**src/design/ecc_pkg.sv**
```systemverilog
package ecc_pkg;
   // Register byte offsets on the AXI4-Lite port.
   localparam logic [7:0] OFF_SEC = 8'h00;
   localparam logic [7:0] OFF_MAIN = 8'h04;
   localparam logic [7:0] OFF_CAM = 8'h08;
   localparam logic [7:0] OFF_STAT = 8'h0c;
   localparam int ADDR_W = 8;
   // Secondary clock control fields.
   localparam int SEC_SRC_BIT = 0;
   localparam int SEC_DIS_BIT = 1;
   localparam int SEC_SW_BIT = 2;
   localparam int SEC_INV_BIT = 3;
   localparam int SEC_PLL_BIT = 4;
   localparam int SEC_RATIO_LSB = 8;
   localparam int SEC_RATIO_W = 6;
   localparam logic [31:0] SEC_MASK = 32'h0000_3f1f;
   localparam logic [31:0] SEC_RST = 32'h0000_0000;
   // Main request and system clock output fields.
   localparam int MAIN_EN_BIT = 0;
   localparam int MAIN_DIS_BIT = 1;
   localparam int MAIN_SW_BIT = 2;
   localparam logic [31:0] MAIN_MASK = 32'h0000_0007;
   localparam logic [31:0] MAIN_RST = 32'h0000_0000;
   // Camera sensor clock fields.
   localparam int CAM_EN_BIT = 0;
   localparam int CAM_RATIO_LSB = 8;
   localparam int DIV_W = 8;
   localparam logic [31:0] CAM_MASK = 32'h0000_ff01;
   localparam logic [31:0] CAM_RST = 32'h0000_0000;
   // Status bits.
   localparam int ST_SEC_BIT = 0;
   localparam int ST_SYS_BIT = 1;
   localparam int ST_CAM_BIT = 2;
   localparam int ST_PLL_BIT = 3;
   localparam int ST_SEC_HW_BIT = 4;
   localparam int ST_MAIN_HW_BIT = 5;
   // Divider ratio used for a clock that follows the system clock.
   localparam logic [DIV_W-1:0] DIV_NONE = 8'h00;
   localparam logic [1:0] RESP_OKAY = 2'h0;
   localparam logic [1:0] RESP_SLVERR = 2'h2;
endpackage

```
**src/design/ecc_clock_gen.sv**
```systemverilog
`timescale 1ns/1ns
`default_nettype none
module ecc_clock_gen (
   input wire logic aclk,
   input wire logic aresetn,
   input wire logic tick,
   input wire logic run,
   input wire logic invert,
   input wire logic [ecc_pkg::DIV_W-1:0] ratio,
   output logic clk_out_q,
   output logic busy_q
);
   import ecc_pkg::*;

   logic [DIV_W-1:0] cnt_q;
   logic [DIV_W-1:0] ratio_q;
   logic inv_q;
   wire logic last_tick = (cnt_q == ratio_q);
   wire logic at_idle = (clk_out_q == inv_q);

   // Ratio and idle level are only taken while stopped, so a running
   // clock never sees a half period cut short.
   always_ff @(posedge aclk) begin
      if (!aresetn) begin
         clk_out_q <= 1'b0;
         busy_q <= 1'b0;
         cnt_q <= 8'h00;
         ratio_q <= 8'h00;
         inv_q <= 1'b0;
      end else if (!busy_q) begin
         clk_out_q <= invert;
         inv_q <= invert;
         cnt_q <= 8'h00;
         ratio_q <= ratio;
         busy_q <= run;
      end else if (!run && at_idle) begin
         busy_q <= 1'b0;
      end else if (tick) begin
         if (last_tick) begin
            clk_out_q <= ~clk_out_q;
            cnt_q <= 8'h00;
         end else begin
            cnt_q <= cnt_q + 8'h01;
         end
      end
   end
endmodule
`default_nettype wire

```
**src/design/ecc_top.sv**
```systemverilog
// Local design decisions: the AXI4-Lite slave port and the register addresses.
`timescale 1ns/1ns
`default_nettype none
module ecc_top (
   input wire logic aclk,
   input wire logic aresetn,
   input wire logic s_axi_awvalid,
   output logic s_axi_awready,
   input wire logic [ecc_pkg::ADDR_W-1:0] s_axi_awaddr,
   input wire logic s_axi_wvalid,
   output logic s_axi_wready,
   input wire logic [31:0] s_axi_wdata,
   input wire logic [3:0] s_axi_wstrb,
   output logic s_axi_bvalid,
   input wire logic s_axi_bready,
   output logic [1:0] s_axi_bresp,
   input wire logic s_axi_arvalid,
   output logic s_axi_arready,
   input wire logic [ecc_pkg::ADDR_W-1:0] s_axi_araddr,
   output logic s_axi_rvalid,
   input wire logic s_axi_rready,
   output logic [31:0] s_axi_rdata,
   output logic [1:0] s_axi_rresp,
   input wire logic secondary_clock_hw_request,
   input wire logic main_clock_hw_request,
   input wire logic pll_edge_tick,
   output logic secondary_clock_out,
   output logic camera_sensor_clock_out,
   output logic system_clock_pin_out,
   output logic fixed_48m_pll_enable
);
   import ecc_pkg::*;

   function automatic logic req_wanted(logic dis, logic sw, logic hw);
      // With the disable bit set the pin is ignored entirely.
      req_wanted = sw | (~dis & hw);
   endfunction

   function automatic logic [31:0] merge(logic [31:0] old,
                                         logic [31:0] data,
                                         logic [3:0] strb);
      merge = old;
      for (int i = 0; i < 4; i++) begin
         if (strb[i]) begin
            merge[8*i +: 8] = data[8*i +: 8];
         end
      end
   endfunction

   // Pin synchronisers: three flops, a change counts once two agree.
   logic [1:0] pin_raw;
   logic [1:0] sy1_q;
   logic [1:0] sy2_q;
   logic [1:0] sy3_q;
   logic [1:0] pin_q;
   assign pin_raw = {main_clock_hw_request, secondary_clock_hw_request};

   genvar g;
   generate
      for (g = 0; g < 2; g++) begin : g_sync
         always_ff @(posedge aclk) begin
            if (!aresetn) begin
               sy1_q[g] <= 1'b0;
               sy2_q[g] <= 1'b0;
               sy3_q[g] <= 1'b0;
               pin_q[g] <= 1'b0;
            end else begin
               sy1_q[g] <= pin_raw[g];
               sy2_q[g] <= sy1_q[g];
               sy3_q[g] <= sy2_q[g];
               if (sy2_q[g] == sy3_q[g]) begin
                  pin_q[g] <= sy3_q[g];
               end
            end
         end
      end
   endgenerate

   wire logic sec_hw = pin_q[0];
   wire logic main_hw = pin_q[1];

   // Register file.
   logic [31:0] sec_q;
   logic [31:0] main_q;
   logic [31:0] cam_q;
   logic aw_hold_q;
   logic w_hold_q;
   logic [ADDR_W-1:0] awaddr_q;
   logic [31:0] wdata_q;
   logic [3:0] wstrb_q;

   wire logic aw_fire = s_axi_awvalid & s_axi_awready;
   wire logic w_fire = s_axi_wvalid & s_axi_wready;
   wire logic do_write = aw_hold_q & w_hold_q & ~s_axi_bvalid;
   wire logic wr_sec = do_write & (awaddr_q == OFF_SEC);
   wire logic wr_main = do_write & (awaddr_q == OFF_MAIN);
   wire logic wr_cam = do_write & (awaddr_q == OFF_CAM);
   wire logic wr_ok = wr_sec | wr_main | wr_cam | (awaddr_q == OFF_STAT);

   wire logic sec_sel = sec_q[SEC_SRC_BIT];
   wire logic sec_dis = sec_q[SEC_DIS_BIT];
   wire logic sec_sw = sec_q[SEC_SW_BIT];
   wire logic sec_pll = sec_q[SEC_PLL_BIT];
   wire logic main_en = main_q[MAIN_EN_BIT];
   wire logic main_dis = main_q[MAIN_DIS_BIT];
   wire logic main_sw = main_q[MAIN_SW_BIT];
   wire logic cam_en = cam_q[CAM_EN_BIT];

   always_ff @(posedge aclk) begin
      if (!aresetn) begin
         sec_q <= SEC_RST;
         main_q <= MAIN_RST;
         cam_q <= CAM_RST;
      end else begin
         if (wr_sec) begin
            sec_q <= merge(sec_q, wdata_q, wstrb_q) & SEC_MASK;
         end
         if (wr_main) begin
            main_q <= merge(main_q, wdata_q, wstrb_q) & MAIN_MASK;
         end
         if (wr_cam) begin
            cam_q <= merge(cam_q, wdata_q, wstrb_q) & CAM_MASK;
         end
      end
   end

   // Write channel: address and data are taken in either order.
   always_ff @(posedge aclk) begin
      if (!aresetn) begin
         aw_hold_q <= 1'b0;
         w_hold_q <= 1'b0;
         awaddr_q <= 8'h00;
         wdata_q <= 32'h0000_0000;
         wstrb_q <= 4'h0;
         s_axi_awready <= 1'b1;
         s_axi_wready <= 1'b1;
         s_axi_bvalid <= 1'b0;
         s_axi_bresp <= RESP_OKAY;
      end else begin
         if (aw_fire) begin
            aw_hold_q <= 1'b1;
            awaddr_q <= s_axi_awaddr;
            s_axi_awready <= 1'b0;
         end
         if (w_fire) begin
            w_hold_q <= 1'b1;
            wdata_q <= s_axi_wdata;
            wstrb_q <= s_axi_wstrb;
            s_axi_wready <= 1'b0;
         end
         if (do_write) begin
            aw_hold_q <= 1'b0;
            w_hold_q <= 1'b0;
            s_axi_bvalid <= 1'b1;
            s_axi_bresp <= wr_ok ? RESP_OKAY : RESP_SLVERR;
         end
         if (s_axi_bvalid && s_axi_bready) begin
            s_axi_bvalid <= 1'b0;
            s_axi_awready <= 1'b1;
            s_axi_wready <= 1'b1;
         end
      end
   end

   // Read channel.
   logic sec_busy;
   logic sys_busy;
   logic cam_busy;
   logic [31:0] stat_word;
   logic [31:0] rd_word;
   always_comb begin
      stat_word = 32'h0000_0000;
      stat_word[ST_SEC_BIT] = sec_busy;
      stat_word[ST_SYS_BIT] = sys_busy;
      stat_word[ST_CAM_BIT] = cam_busy;
      stat_word[ST_PLL_BIT] = fixed_48m_pll_enable;
      stat_word[ST_SEC_HW_BIT] = sec_hw;
      stat_word[ST_MAIN_HW_BIT] = main_hw;
   end
   assign rd_word = (s_axi_araddr == OFF_SEC) ? sec_q :
                    (s_axi_araddr == OFF_MAIN) ? main_q :
                    (s_axi_araddr == OFF_CAM) ? cam_q : stat_word;
   wire logic rd_ok = (s_axi_araddr == OFF_SEC) |
                      (s_axi_araddr == OFF_MAIN) |
                      (s_axi_araddr == OFF_CAM) |
                      (s_axi_araddr == OFF_STAT);

   always_ff @(posedge aclk) begin
      if (!aresetn) begin
         s_axi_arready <= 1'b1;
         s_axi_rvalid <= 1'b0;
         s_axi_rdata <= 32'h0000_0000;
         s_axi_rresp <= RESP_OKAY;
      end else if (s_axi_arvalid && s_axi_arready) begin
         s_axi_arready <= 1'b0;
         s_axi_rvalid <= 1'b1;
         s_axi_rdata <= rd_ok ? rd_word : 32'h0000_0000;
         s_axi_rresp <= rd_ok ? RESP_OKAY : RESP_SLVERR;
      end else if (s_axi_rvalid && s_axi_rready) begin
         s_axi_rvalid <= 1'b0;
         s_axi_arready <= 1'b1;
      end
   end

   // Secondary clock. The source in use only follows the select bit
   // while the output is stopped, so a source swap first parks the pin.
   logic sec_src_q;
   wire logic sec_req = sec_sel ? req_wanted(sec_dis, sec_sw, sec_hw)
                                : sec_pll;
   wire logic sec_run = sec_req & (sec_src_q == sec_sel);
   wire logic sec_tick = sec_src_q | (pll_edge_tick & fixed_48m_pll_enable);
   wire logic [DIV_W-1:0] sec_ratio = sec_src_q ? DIV_NONE :
      {2'h0, sec_q[SEC_RATIO_LSB +: SEC_RATIO_W]};

   always_ff @(posedge aclk) begin
      if (!aresetn) begin
         sec_src_q <= 1'b0;
         fixed_48m_pll_enable <= 1'b0;
      end else begin
         if (!sec_busy) begin
            sec_src_q <= sec_sel;
         end
         // The PLL stays up until a PLL-fed output has parked.
         fixed_48m_pll_enable <= (sec_pll & ~sec_sel) |
                                 (sec_busy & ~sec_src_q);
      end
   end

   ecc_clock_gen u_sec (
      .aclk(aclk),
      .aresetn(aresetn),
      .tick(sec_tick),
      .run(sec_run),
      .invert(sec_q[SEC_INV_BIT]),
      .ratio(sec_ratio),
      .clk_out_q(secondary_clock_out),
      .busy_q(sec_busy)
   );

   // System clock pin shares the main request pin and software bit.
   wire logic sys_run = main_en & req_wanted(main_dis, main_sw, main_hw);

   ecc_clock_gen u_sys (
      .aclk(aclk),
      .aresetn(aresetn),
      .tick(1'b1),
      .run(sys_run),
      .invert(1'b0),
      .ratio(DIV_NONE),
      .clk_out_q(system_clock_pin_out),
      .busy_q(sys_busy)
   );

   // Camera clock has no pin request path at all.
   ecc_clock_gen u_cam (
      .aclk(aclk),
      .aresetn(aresetn),
      .tick(1'b1),
      .run(cam_en),
      .invert(1'b0),
      .ratio(cam_q[CAM_RATIO_LSB +: DIV_W]),
      .clk_out_q(camera_sensor_clock_out),
      .busy_q(cam_busy)
   );
endmodule
`default_nettype wire

```
**config.mk**
```make
export PLATFORM = sky130hd
export DESIGN_NAME = ecc_top
export DESIGN_NICKNAME = d
export VERILOG_FILES = /design/src/design/ecc_pkg.sv /design/src/design/ecc_clock_gen.sv /design/src/design/ecc_top.sv
export SDC_FILE = /design/constraint.sdc
export NUM_CORES = 1
export LEC_CHECK = 0
export ABC_CLOCK_PERIOD_IN_PS = 5800
export BUFFER_PORTS_ARGS = -buffer_cell sky130_fd_sc_hd__buf_2
export CAP_MARGIN = 20
export CORE_MARGIN = 2
export CORE_UTILIZATION = 61
export CTS_BUF_LIST = sky130_fd_sc_hd__clkbuf_8 sky130_fd_sc_hd__clkbuf_16
export DETAILED_ROUTE_END_ITERATION = 10
export HOLD_SLACK_MARGIN = 0.02
export MAX_ROUTING_LAYER = met4
export PLACE_DENSITY = 0.86
export SKIP_CTS_REPAIR_TIMING = 1
export SLEW_MARGIN = 20
export SYNTH_ARGS = -nofsm -noshare
export SYNTH_HDL_FRONTEND = slang
export SYNTH_HIERARCHICAL = 1
export SYNTH_SLANG_ARGS = --single-unit
```
**constraint.sdc**
```tcl
create_clock -name aclk -period 5.8 [get_ports aclk]
set_clock_uncertainty 0.05 [all_clocks]
set_input_delay 0.29 -clock aclk [delete_from_list [all_inputs] [get_ports aclk]]
set_output_delay 0.29 -clock aclk [all_outputs]
set_load 0.01 [all_outputs]
```
# Yosys cells after proc, flatten, opt, wreduce, memory -nomap -nowiden
# Cells that the tools add are included.
# word_totals
regBits	149
latch_bits	0
ramBits	0
rom_bits	0
in_bits	62
output_inout_bits	45
n_memories	0
# classes
add_sub_neg	3
mul	0
div	0
order_cmp	0
eq_ne	15
shifts	0
n_mux	25
n_bitwise	36
reduce_logical	27
# ops
cell	n
two-way mux 16 bit	4
equality test 8 x 4 -> 1 bit, second input constant	4
adder 8 x 1 -> 8 bit, second input constant	3
zero test 8 bit	3
two-way mux 8 bit	3
AND reduction 2 bit	11
equality test 8 x 3 -> 1 bit, second input constant	2
equality test 8 bit	2
two-way mux 1 bit	15
bitwise AND 1 bit	14
NOT 1 bit	12
OR 1 bit	10
logical AND 1 bit	6
two-way mux 6 bit	1
!= test 2 bit, second input constant	3
equality test 1 bit	4
two-way mux 2 bit	2
OR reduction 2 bit	2
zero test 1 bit	3
AND reduction 3 bit	1
nonzero test 2 bit	1

# Depth between registers and ports, before layout
# Gate-level depths: netlist of the first run.
# depth
ltp_word	9
ltp_mapped	6
depth_no_buf	6

# Hierarchy
# The synthesis of the first run kept the hierarchy.
# by_module_without_submodules
mod	instances	cells_each	area_each_um2	seq_area_each_um2
ecc_top	1	375	3367.0	1581.5
ecc_clock_gen at u_sec ...	2	87	917.1	380.4
ecc_clock_gen at u_cam	1	87	909.6	380.4

# Least setup slack after synthesis of the first run
# No wires, ideal clock.
# synth_path
path_type	flip-flop to flip-flop
from	reg sec_src_q
to	reg u_sec.clk_out_q
setup_time_ps	74
t_arrival_ps	1893
slack_ps	3783
stages_incl_launch_ff	6
n_path_buf	1
path_cell_list	dfxtp_1 > clkbuf_1 > o31ai_1 > o21ai_4 > or4_1 > a31oi_1
# synth_via
elab_chain_cells	6
word_cells_on_any_way	8
# synth_rtl
item	line_no	text
from (decl)	ecc_top.sv:207	logic sec_src_q;
from (signal assigned)	ecc_top.sv:221	sec_src_q <= sec_sel;
equality test 1 bit	ecc_top.sv:210	wire logic sec_run = sec_req & (sec_src_q == sec_sel);
bitwise AND 1 bit	ecc_top.sv:210	
named net sec_run	ecc_top.sv:210	
zero test 1 bit	ecc_clock_gen.sv:36	end else if (!run && at_idle) begin
logical AND 1 bit	ecc_clock_gen.sv:36	
!= test 2 bit (no source line)	--	
AND reduction 3 bit (no source line)	--	
to (signal assigned)	ecc_clock_gen.sv:31	clk_out_q <= invert;
to (signal assigned)	ecc_clock_gen.sv:40	clk_out_q <= ~clk_out_q;
to (decl)	ecc_clock_gen.sv:10	output logic clk_out_q,
# The timed path passes the listed nets, and every way through them passes these cells.
# A chain may end at the register's enable or synchronous reset.

# Worst setup path after layout of the first run
# Ends and elaborated chain as after synthesis.

==> results of run 1 <==
==> flip-flops by register name, summed over array words and instances, names as in the netlist, 2 cells and up <==
register	cells
sec_q	11
u_cam/cnt_q	8
s_axi_rdata	14
sy1_q	2
awaddr_q	8
sy3_q	2
u_sys/ratio_q	8
u_cam/ratio_q	8
u_sec/ratio_q	8
cam_q	9
u_sec/cnt_q	8
u_sys/cnt_q	8
wdata_q	13
main_q	3
wstrb_q	2
sy2_q	2
==> path summary, 6_finish.rpt <==
path | startpoint | to | slack (ns) | cells past startpoint
setup / recovery | sec_src_q$_SDFFE_PN0N_ | u_sec/clk_out_q$_SDFFE_PN0P_ | 3.70 | 4
hold reg to reg | sy1_q[1]$_SDFF_PN0_ | sy2_q[1]$_SDFF_PN0_ | 0.39 | 1
hold / removal | s_axi_awaddr[4] | awaddr_q[4]$_SDFFE_PN0P_ | -0.01 | 3
setup reg to reg | sec_src_q$_SDFFE_PN0N_ | u_sec/clk_out_q$_SDFFE_PN0P_ | 3.70 | 4
==> routing by layer <==
| layer | vias to the layer above | part of all wire, % |
|---|---|---|
| met1 | 2330 | 40 |
| li1 | 2361 | - |
| met4 | 0 | 2.5 |
| met5 | - | 0 |
| met3 | 38 | 5.3 |
| met2 | 155 | 52 |
==> power by group through the flow <==
stage          Combinational [mW]  Sequential (mW)  Clock (mW)
2_1_floorplan              0.0910            0.990           0
3_3_place_gp                0.108            0.993           0
3_5_place_dp                0.112            0.995           0
4_1_cts                     0.113            0.975        1.26
5_1_grt                     0.140            0.977        1.30
6_report                    0.126            0.975        1.25
==> critical path: stages (launching register included) <==
cell and delay (ns):
dfxtp_1 0.43, o31ai_2 0.71, o21ai_4 0.18, or4_1 0.43, a31oi_1 0.21
==> metrics by stage <==
| stage | cells | hold slack (ns) |
|---|---|---|
| finish | 883 | -0.01130 |
| global route | 883 | 0.02232 |
| CTS | 860 | -0.09735 |
| detailed placement | 828 | 0.3788 |
| global placement | 828 | 0.3645 |
| floorplan | 678 | 0.3404 |
==> cell type report <==
class / instances / area (um2)
multi-input combinational: 488 / 3244
inverter: 4 / 15.01
tap: 133 / 166.4
sequential: 136 / 2723
timing repair buffer: 90 / 570.5
clock inverter: 8 / 187.7
fill: 669 / 2312
clock buffer: 24 / 510.5
==> layout by cell type (no fill, tap or decap), types with 8 or more instances in the layout <==
cell type,synthesis,routed
nor2b_1,53,53
xor2_1,16,16
xnor2_1,24,24
clkbuf_16,0,16
o21ai_0,29,29
dlygate4sd3_1,0,23
and2_1,15,15
a21boi_0,33,33
a21oi_1,11,11
conb_1,2,44
nand4_1,9,9
dfxtp_1,136,136
clkbuf_8,0,8
o211ai_1,9,9
nor2_1,26,26
buf_2,0,65
mux2i_1,46,46
nand3_1,21,21
nand2_1,73,73
==> logic make-up (layout without fill, tap and decap cells) <==
family	count (synthesis)	count (layout)	synth area share (%)
flip-flops	136	136	44.55
multiplexers	46	46	7.535
adder cells (fa/ha/maj)	3	3	0.6143
buffers and inverters	54	126	5.119
AND/OR/NAND/NOR	232	232	20.88
other	2	44	0.1229
AO/OA/AOI/OAI	120	120	14.64
XOR/XNOR	43	43	6.531
==> flow_metrics.tcl, run 1 <==
set metrics [dict create \
    portBuffers 65 \
    power.switching_mw 0.4810 \
    clkPwrFrac_pct 53.3 \
    fin_crit_ns 2.099 \
    synth_edf_count 0 \
    p_sw_share_pct 20.42 \
    worst_slack_ns 3.701 \
    grt_overflow 0 \
    final_core_util_pct 76.23 \
    cts_tree "done" \
    vias 4884 \
    finalPower_mw 2.356 \
    timing.slew.headroom_pct 35.80 \
    grt.total_usage_pct 26.43 \
    die-area_um2 10830 \
    hp-class "primary input to register" \
    initialDrtViolationCount 319 \
    clockRootBuffer "clkbuf_8" \
    grt_max_degree 114 \
    p_seq_share_pct 41.4 \
    use_met3_pct 6.704 \
    path_class "register to register" \
    cp.required_ns 6.20 \
    synth_area_per_cell_um2 9.608 \
    core_area_um2 9729 \
    first_global_vias 4724 \
    drc_errors 0 \
    dr.pass1.iters 5 \
    routed_wl_mm 13.90 \
    synth_area_um2 6111 \
    synth_cell_types 51 \
    post_dp_cell_area_um2 6477 \
    synthArstFlopShare_pct 0 \
    fmax_mhz 476.4 \
    ant_nets 0 \
    cap_violations 0 \
    io_pins 107 \
    grt_antenna_before_repair 0 \
    rsz0062_at_grt "false" \
    h-tree-depth 4 \
    top_usage_layer "met2" \
    finalHoldViolCount 3 \
    p_int_mw 1.875 \
    leakagePower_nw 2.755 \
    synthCells 636 \
    comb_power_share_pct 5.4 \
    slew_violations 0 \
    crit_fanout 11 \
    hpwl_mm 8.905 \
    cts_buffers 17 \
    clk_latency_ns 0.53 \
    synth.top_cell.area_share_pct 44.55 \
    use_met2_pct 44.83 \
    finalSetupViolCount 0 \
    status "finished with violations" \
    synth_most_common_cell "dfxtp_1" \
    ys_seq_area_share_pct 44.55 \
    violations "negative hold slack" \
    die_h_um 104.1 \
    startpoint_type "register" \
    synthTopCellsByArea "dfxtp_1, mux2i_1, nor2b_1, nand2_1, a21boi_0" \
    pre_cts_ws_ns 3.372 \
    layout-drive-gt1-share_pct 15.60 \
    grt_first_pass_wirelength_mm 22.36 \
    rows 36 \
    area_growth_pct 21.38 \
    cp_data_arrival_time_ns 2.49 \
    fin_crit_sh_pct 36.19 \
    initial_core_util_pct 62.81 \
    endpoint_kind "register" \
    ys_warn_count 6 \
    ir_worst_vdd_v 0.0002352 \
    gp_congestion 0.8750 \
    p_per_area_nw_per_um2 317.7 \
    synthTopCellsByCount "dfxtp_1, nand2_1, nor2b_1" \
    clk_path_buf_depth 2 \
    dieWidth_um 104.1 \
    n_antenna_cell 0 \
    postLayoutCellArea_um2 7417 \
    synth_largest_area_cell "dfxtp_1" \
    vias_per_cell 5.531 \
    use_met1_pct 29.78 \
    setup_tns_ns 0 \
    nets 802 \
    ys_ff_latch 136 \
    tightest_slew_ns 0.9629 \
    clk_pin_slew_ns 0.06 \
    ys.flop_type "dfxtp_1" \
    routedWlPerCell_um 15.75 \
    timing.hold.ws_ns -0.01130 \
    cts.sinks 136 \
]
No activity file was read; power rests on OpenSTA's default activity.
==> run 2: changes to the inputs <==
--- a/config.mk
+++ b/config.mk
@@ -5,16 +5,17 @@
 export SDC_FILE = /design/constraint.sdc
 export NUM_CORES = 1
 export LEC_CHECK = 0
-export ABC_CLOCK_PERIOD_IN_PS = 5800
+export ABC_AREA = 1
+export ABC_CLOCK_PERIOD_IN_PS = 1800
 export BUFFER_PORTS_ARGS = -buffer_cell sky130_fd_sc_hd__buf_2
 export CAP_MARGIN = 20
 export CORE_MARGIN = 2
-export CORE_UTILIZATION = 61
+export CORE_UTILIZATION = 51
 export CTS_BUF_LIST = sky130_fd_sc_hd__clkbuf_8 sky130_fd_sc_hd__clkbuf_16
 export DETAILED_ROUTE_END_ITERATION = 10
 export HOLD_SLACK_MARGIN = 0.02
 export MAX_ROUTING_LAYER = met4
-export PLACE_DENSITY = 0.86
+export PLACE_DENSITY = 0.76
 export SKIP_CTS_REPAIR_TIMING = 1
 export SLEW_MARGIN = 20
 export SYNTH_ARGS = -nofsm -noshare
==> constraint.sdc (replaced) <==
create_clock -name aclk -period 1.8 [get_ports aclk]
set_clock_uncertainty 0.05 [all_clocks]
set_input_delay 0.09 -clock aclk [delete_from_list [all_inputs] [get_ports aclk]]
set_output_delay 0.09 -clock aclk [all_outputs]
set_load 0.01 [all_outputs]
==> run 2 against run 1 <==
Against the previous run:
- the flow now finishes without violations
- highest routed layer unchanged
- core utilization fell by 14 points
- final area increased by 4.9%
- maximum frequency increased by 26%
- total power increased to 2.9 times the previous value
- clock power grew to 2.6 times the previous value
- cell count is 36% higher
- routed wire length decreased by 1.2%
- via count rose by 17%
- sequential cell count stayed put
- synthesized cell count rose by 42%
- setup slack worse by 3.6 ns
- largest cell class unchanged
- sequential power grew to 3.2 times the previous value
==> flow_metrics.tcl, run 2 <==
set metrics [dict create \
    top_register "s_axi_rdata" \
    die_h_um 116.5 \
    clk_path_buf_depth 2 \
    cp_data_arrival_time_ns 1.92 \
    portBuffers 65 \
    routedWlPerCell_um 11.43 \
    layout_commonest_cell "nand2_1" \
    synth_most_common_cell "nand2_1" \
    drc_errors 0 \
    synthTopCellsByCount "nand2_1, dfxtp_1, inv_1" \
    n_antenna_cell 0 \
    finalSetupViolCount 0 \
    min_from "s_axi_wvalid" \
    path_class "register to register" \
    ir_worst_vdd_v 0.0006583 \
    first_global_vias 5123 \
    critPathMaxStageDelay_ns 0.29 \
    clk_pin_slew_ns 0.06 \
    top_regs "s_axi_rdata x14, wdata_q x13, sec_q x11" \
    startpoint_type "register" \
    ys.flop_type "dfxtp_1" \
    cap_violations 0 \
    cp_cell_sequence "inv_1, nand2_1, nand2_1, nand2_1, a22oi_1, nand3b_4, nand2_4, inv_2, nand3_2, nand2_4, nor2_1" \
    gp_congestion 0.8681 \
    fmax_mhz 601.9 \
    finalPower_mw 6.897 \
    crit_slowest_cell "dfxtp_1" \
    p_per_area_nw_per_um2 886.1 \
    setup_tns_ns 0 \
    vias 5733 \
    synth_area_um2 6457 \
    die-area_um2 13580 \
    leakagePower_nw 3.522 \
    worst_path_most_repeated_cell "nand2_1" \
    cts_tree "done" \
    synth_largest_area_cell "dfxtp_1" \
    grt_first_pass_wirelength_mm 22.60 \
    hpwl_mm 9.464 \
    dr.pass1.iters 6 \
    slew_violations 0 \
    dieWidth_um 116.5 \
    fin_crit_ns 1.661 \
    area_growth_pct 20.54 \
    rrSetupSlack_ns 0.14 \
    ys_ff_latch 136 \
    initial_core_util_pct 51.80 \
    crit_buf_inv 2 \
    final_cell_mix "nand2_1, dfxtp_1, inv_1" \
    rows 41 \
    hp-class "primary input to register" \
    initialDrtViolationCount 314 \
    ant_nets 0 \
    crit_family "simple AND/OR/NAND/NOR gates" \
    grt_max_degree 90 \
    grt_overflow 0 \
    reg2reg_from "sec_q[1]$_SDFFE_PN0P_" \
    reg2reg_to "u_sec/cnt_q[4]$_SDFFE_PN0P_" \
    largest_reg_flops 14 \
    synthCells 906 \
    holdPathStages 5 \
    io_pins 107 \
    rsz0062_at_grt "false" \
    synth.top_cell.area_share_pct 42.16 \
    finalHoldViolCount 0 \
    grt.total_usage_pct 21.75 \
    cts_buffers 17 \
    ys_warn_count 6 \
    rr_worst_depth 11 \
    grt_antenna_before_repair 0 \
    clockRootBuffer "clkbuf_16" \
    fin_crit_sh_pct 92.30 \
    clk_latency_ns 0.42 \
    synth_edf_count 0 \
    cp.required_ns 2.06 \
    status "finished, final reports clean" \
    min_to "s_axi_wready$_SDFFE_PP1P_" \
    endpoint_kind "register" \
    synth_cell_types 40 \
    h-tree-depth 4 \
    ys_seq_area_share_pct 42.16 \
    nets 1083 \
    synthTopCellsByArea "dfxtp_1, nand2_1, inv_1, o21ai_0, nor2_1" \
    synthArstFlopShare_pct 0 \
    crit_fanout 7 \
    vias_per_cell 4.770 \
    cts.sinks 136 \
    core_area_um2 12470 \
    layout-drive-gt1-share_pct 16.50 \
    routed_wl_mm 13.74 \
    synth_area_per_cell_um2 7.127 \
]
[run 2: power by group]
part	switching [mW]	internal [mW]	total, mW
clock	1.28	1.95	3.24
combinational	0.297	0.201	0.498
sequential	0.0645	3.10	3.16
total	1.64	5.25	6.90
[run 2: worst register-to-register path: cells and delay by family, from the launching register on]
| family | cells | cell delay [ns] |
|---|---|---|
| AO/OA/AOI/OAI | 1 | 0.27 |
| buffers and inverters | 2 | 0.15 |
| AND/OR/NAND/NOR | 8 | 0.79 |
| flip-flops | 1 | 0.29 |
[run 2: kinds of logic (layout without fill, tap and decap cells)]
family	count (synthesis)	count (layout)	share of synthesized area, %
simple gates	390	390	28.08
compound gates	184	184	15.52
buf+inv	182	272	12.32
flops	136	136	42.16
xor+xnor	9	9	1.221
fa+ha+maj	3	3	0.5813
other cells	2	36	0.1163
[run 2: layout make-up]
cell class              count  area (um2)
well taps                 172       215.2
fillers                  1125        4682
inverters                 137       514.2
clock inverters            12       103.9
flip-flops and latches    136        2723
multi-input cells         622        3074
clock buffers              19       452.9
repair buffers            104       700.7
[run 2: metrics by stage]
| stage | setup WS (ns) | cells | hold slack (ns) | utilization, % | instance area (um2) |
|---|---|---|---|---|---|
| after floorplan | 0.2545 | 940 | 0.1376 | - | 6585 |
| after global placement | 0.1739 | 1143 | 0.2218 | 55.67 | 6939 |
| after detailed placement | 0.1482 | 1143 | 0.2254 | 55.67 | 6939 |
| after CTS | 0.1336 | 1174 | -0.2178 | 60.13 | 7496 |
| after global routing | 0.07160 | 1202 | 0.1105 | 62.44 | 7784 |
| final | 0.1387 | 1202 | 0.1006 | 62.44 | 7784 |
[run 2: worst max path at each step]
stage / start / cells after the start / endpoint / slack (ns)
floorplan: sec_src_q$_SDFFE_PN0N_ / 8 / u_sec/cnt_q[4]$_SDFFE_PN0P_ / 0.25
CTS: awaddr_q[7]$_SDFFE_PN0P_ / 6 / cam_q[10]$_SDFFE_PN0P_ / 0.13
detailed placement: sec_q[1]$_SDFFE_PN0P_ / 10 / u_sec/cnt_q[4]$_SDFFE_PN0P_ / 0.15
global placement: sec_q[1]$_SDFFE_PN0P_ / 11 / u_sec/cnt_q[6]$_SDFFE_PN0P_ / 0.17
finish: sec_q[1]$_SDFFE_PN0P_ / 11 / u_sec/cnt_q[4]$_SDFFE_PN0P_ / 0.14
global route: sec_q[0]$_SDFFE_PN0P_ / 9 / u_sec/cnt_q[1]$_SDFFE_PN0P_ / 0.07
[run 2: layer usage]
| layer | part of all wire (%) | track usage, % | vias up |
|---|---|---|---|
| li1 | - | - | 3034 |
| met5 | 0 | - | - |
| met2 | 47 | 34.03 | 119 |
| met1 | 47 | 26.94 | 2560 |
| met3 | 3.8 | 4.826 | 20 |
| met4 | 1.8 | 9.762 | 0 |
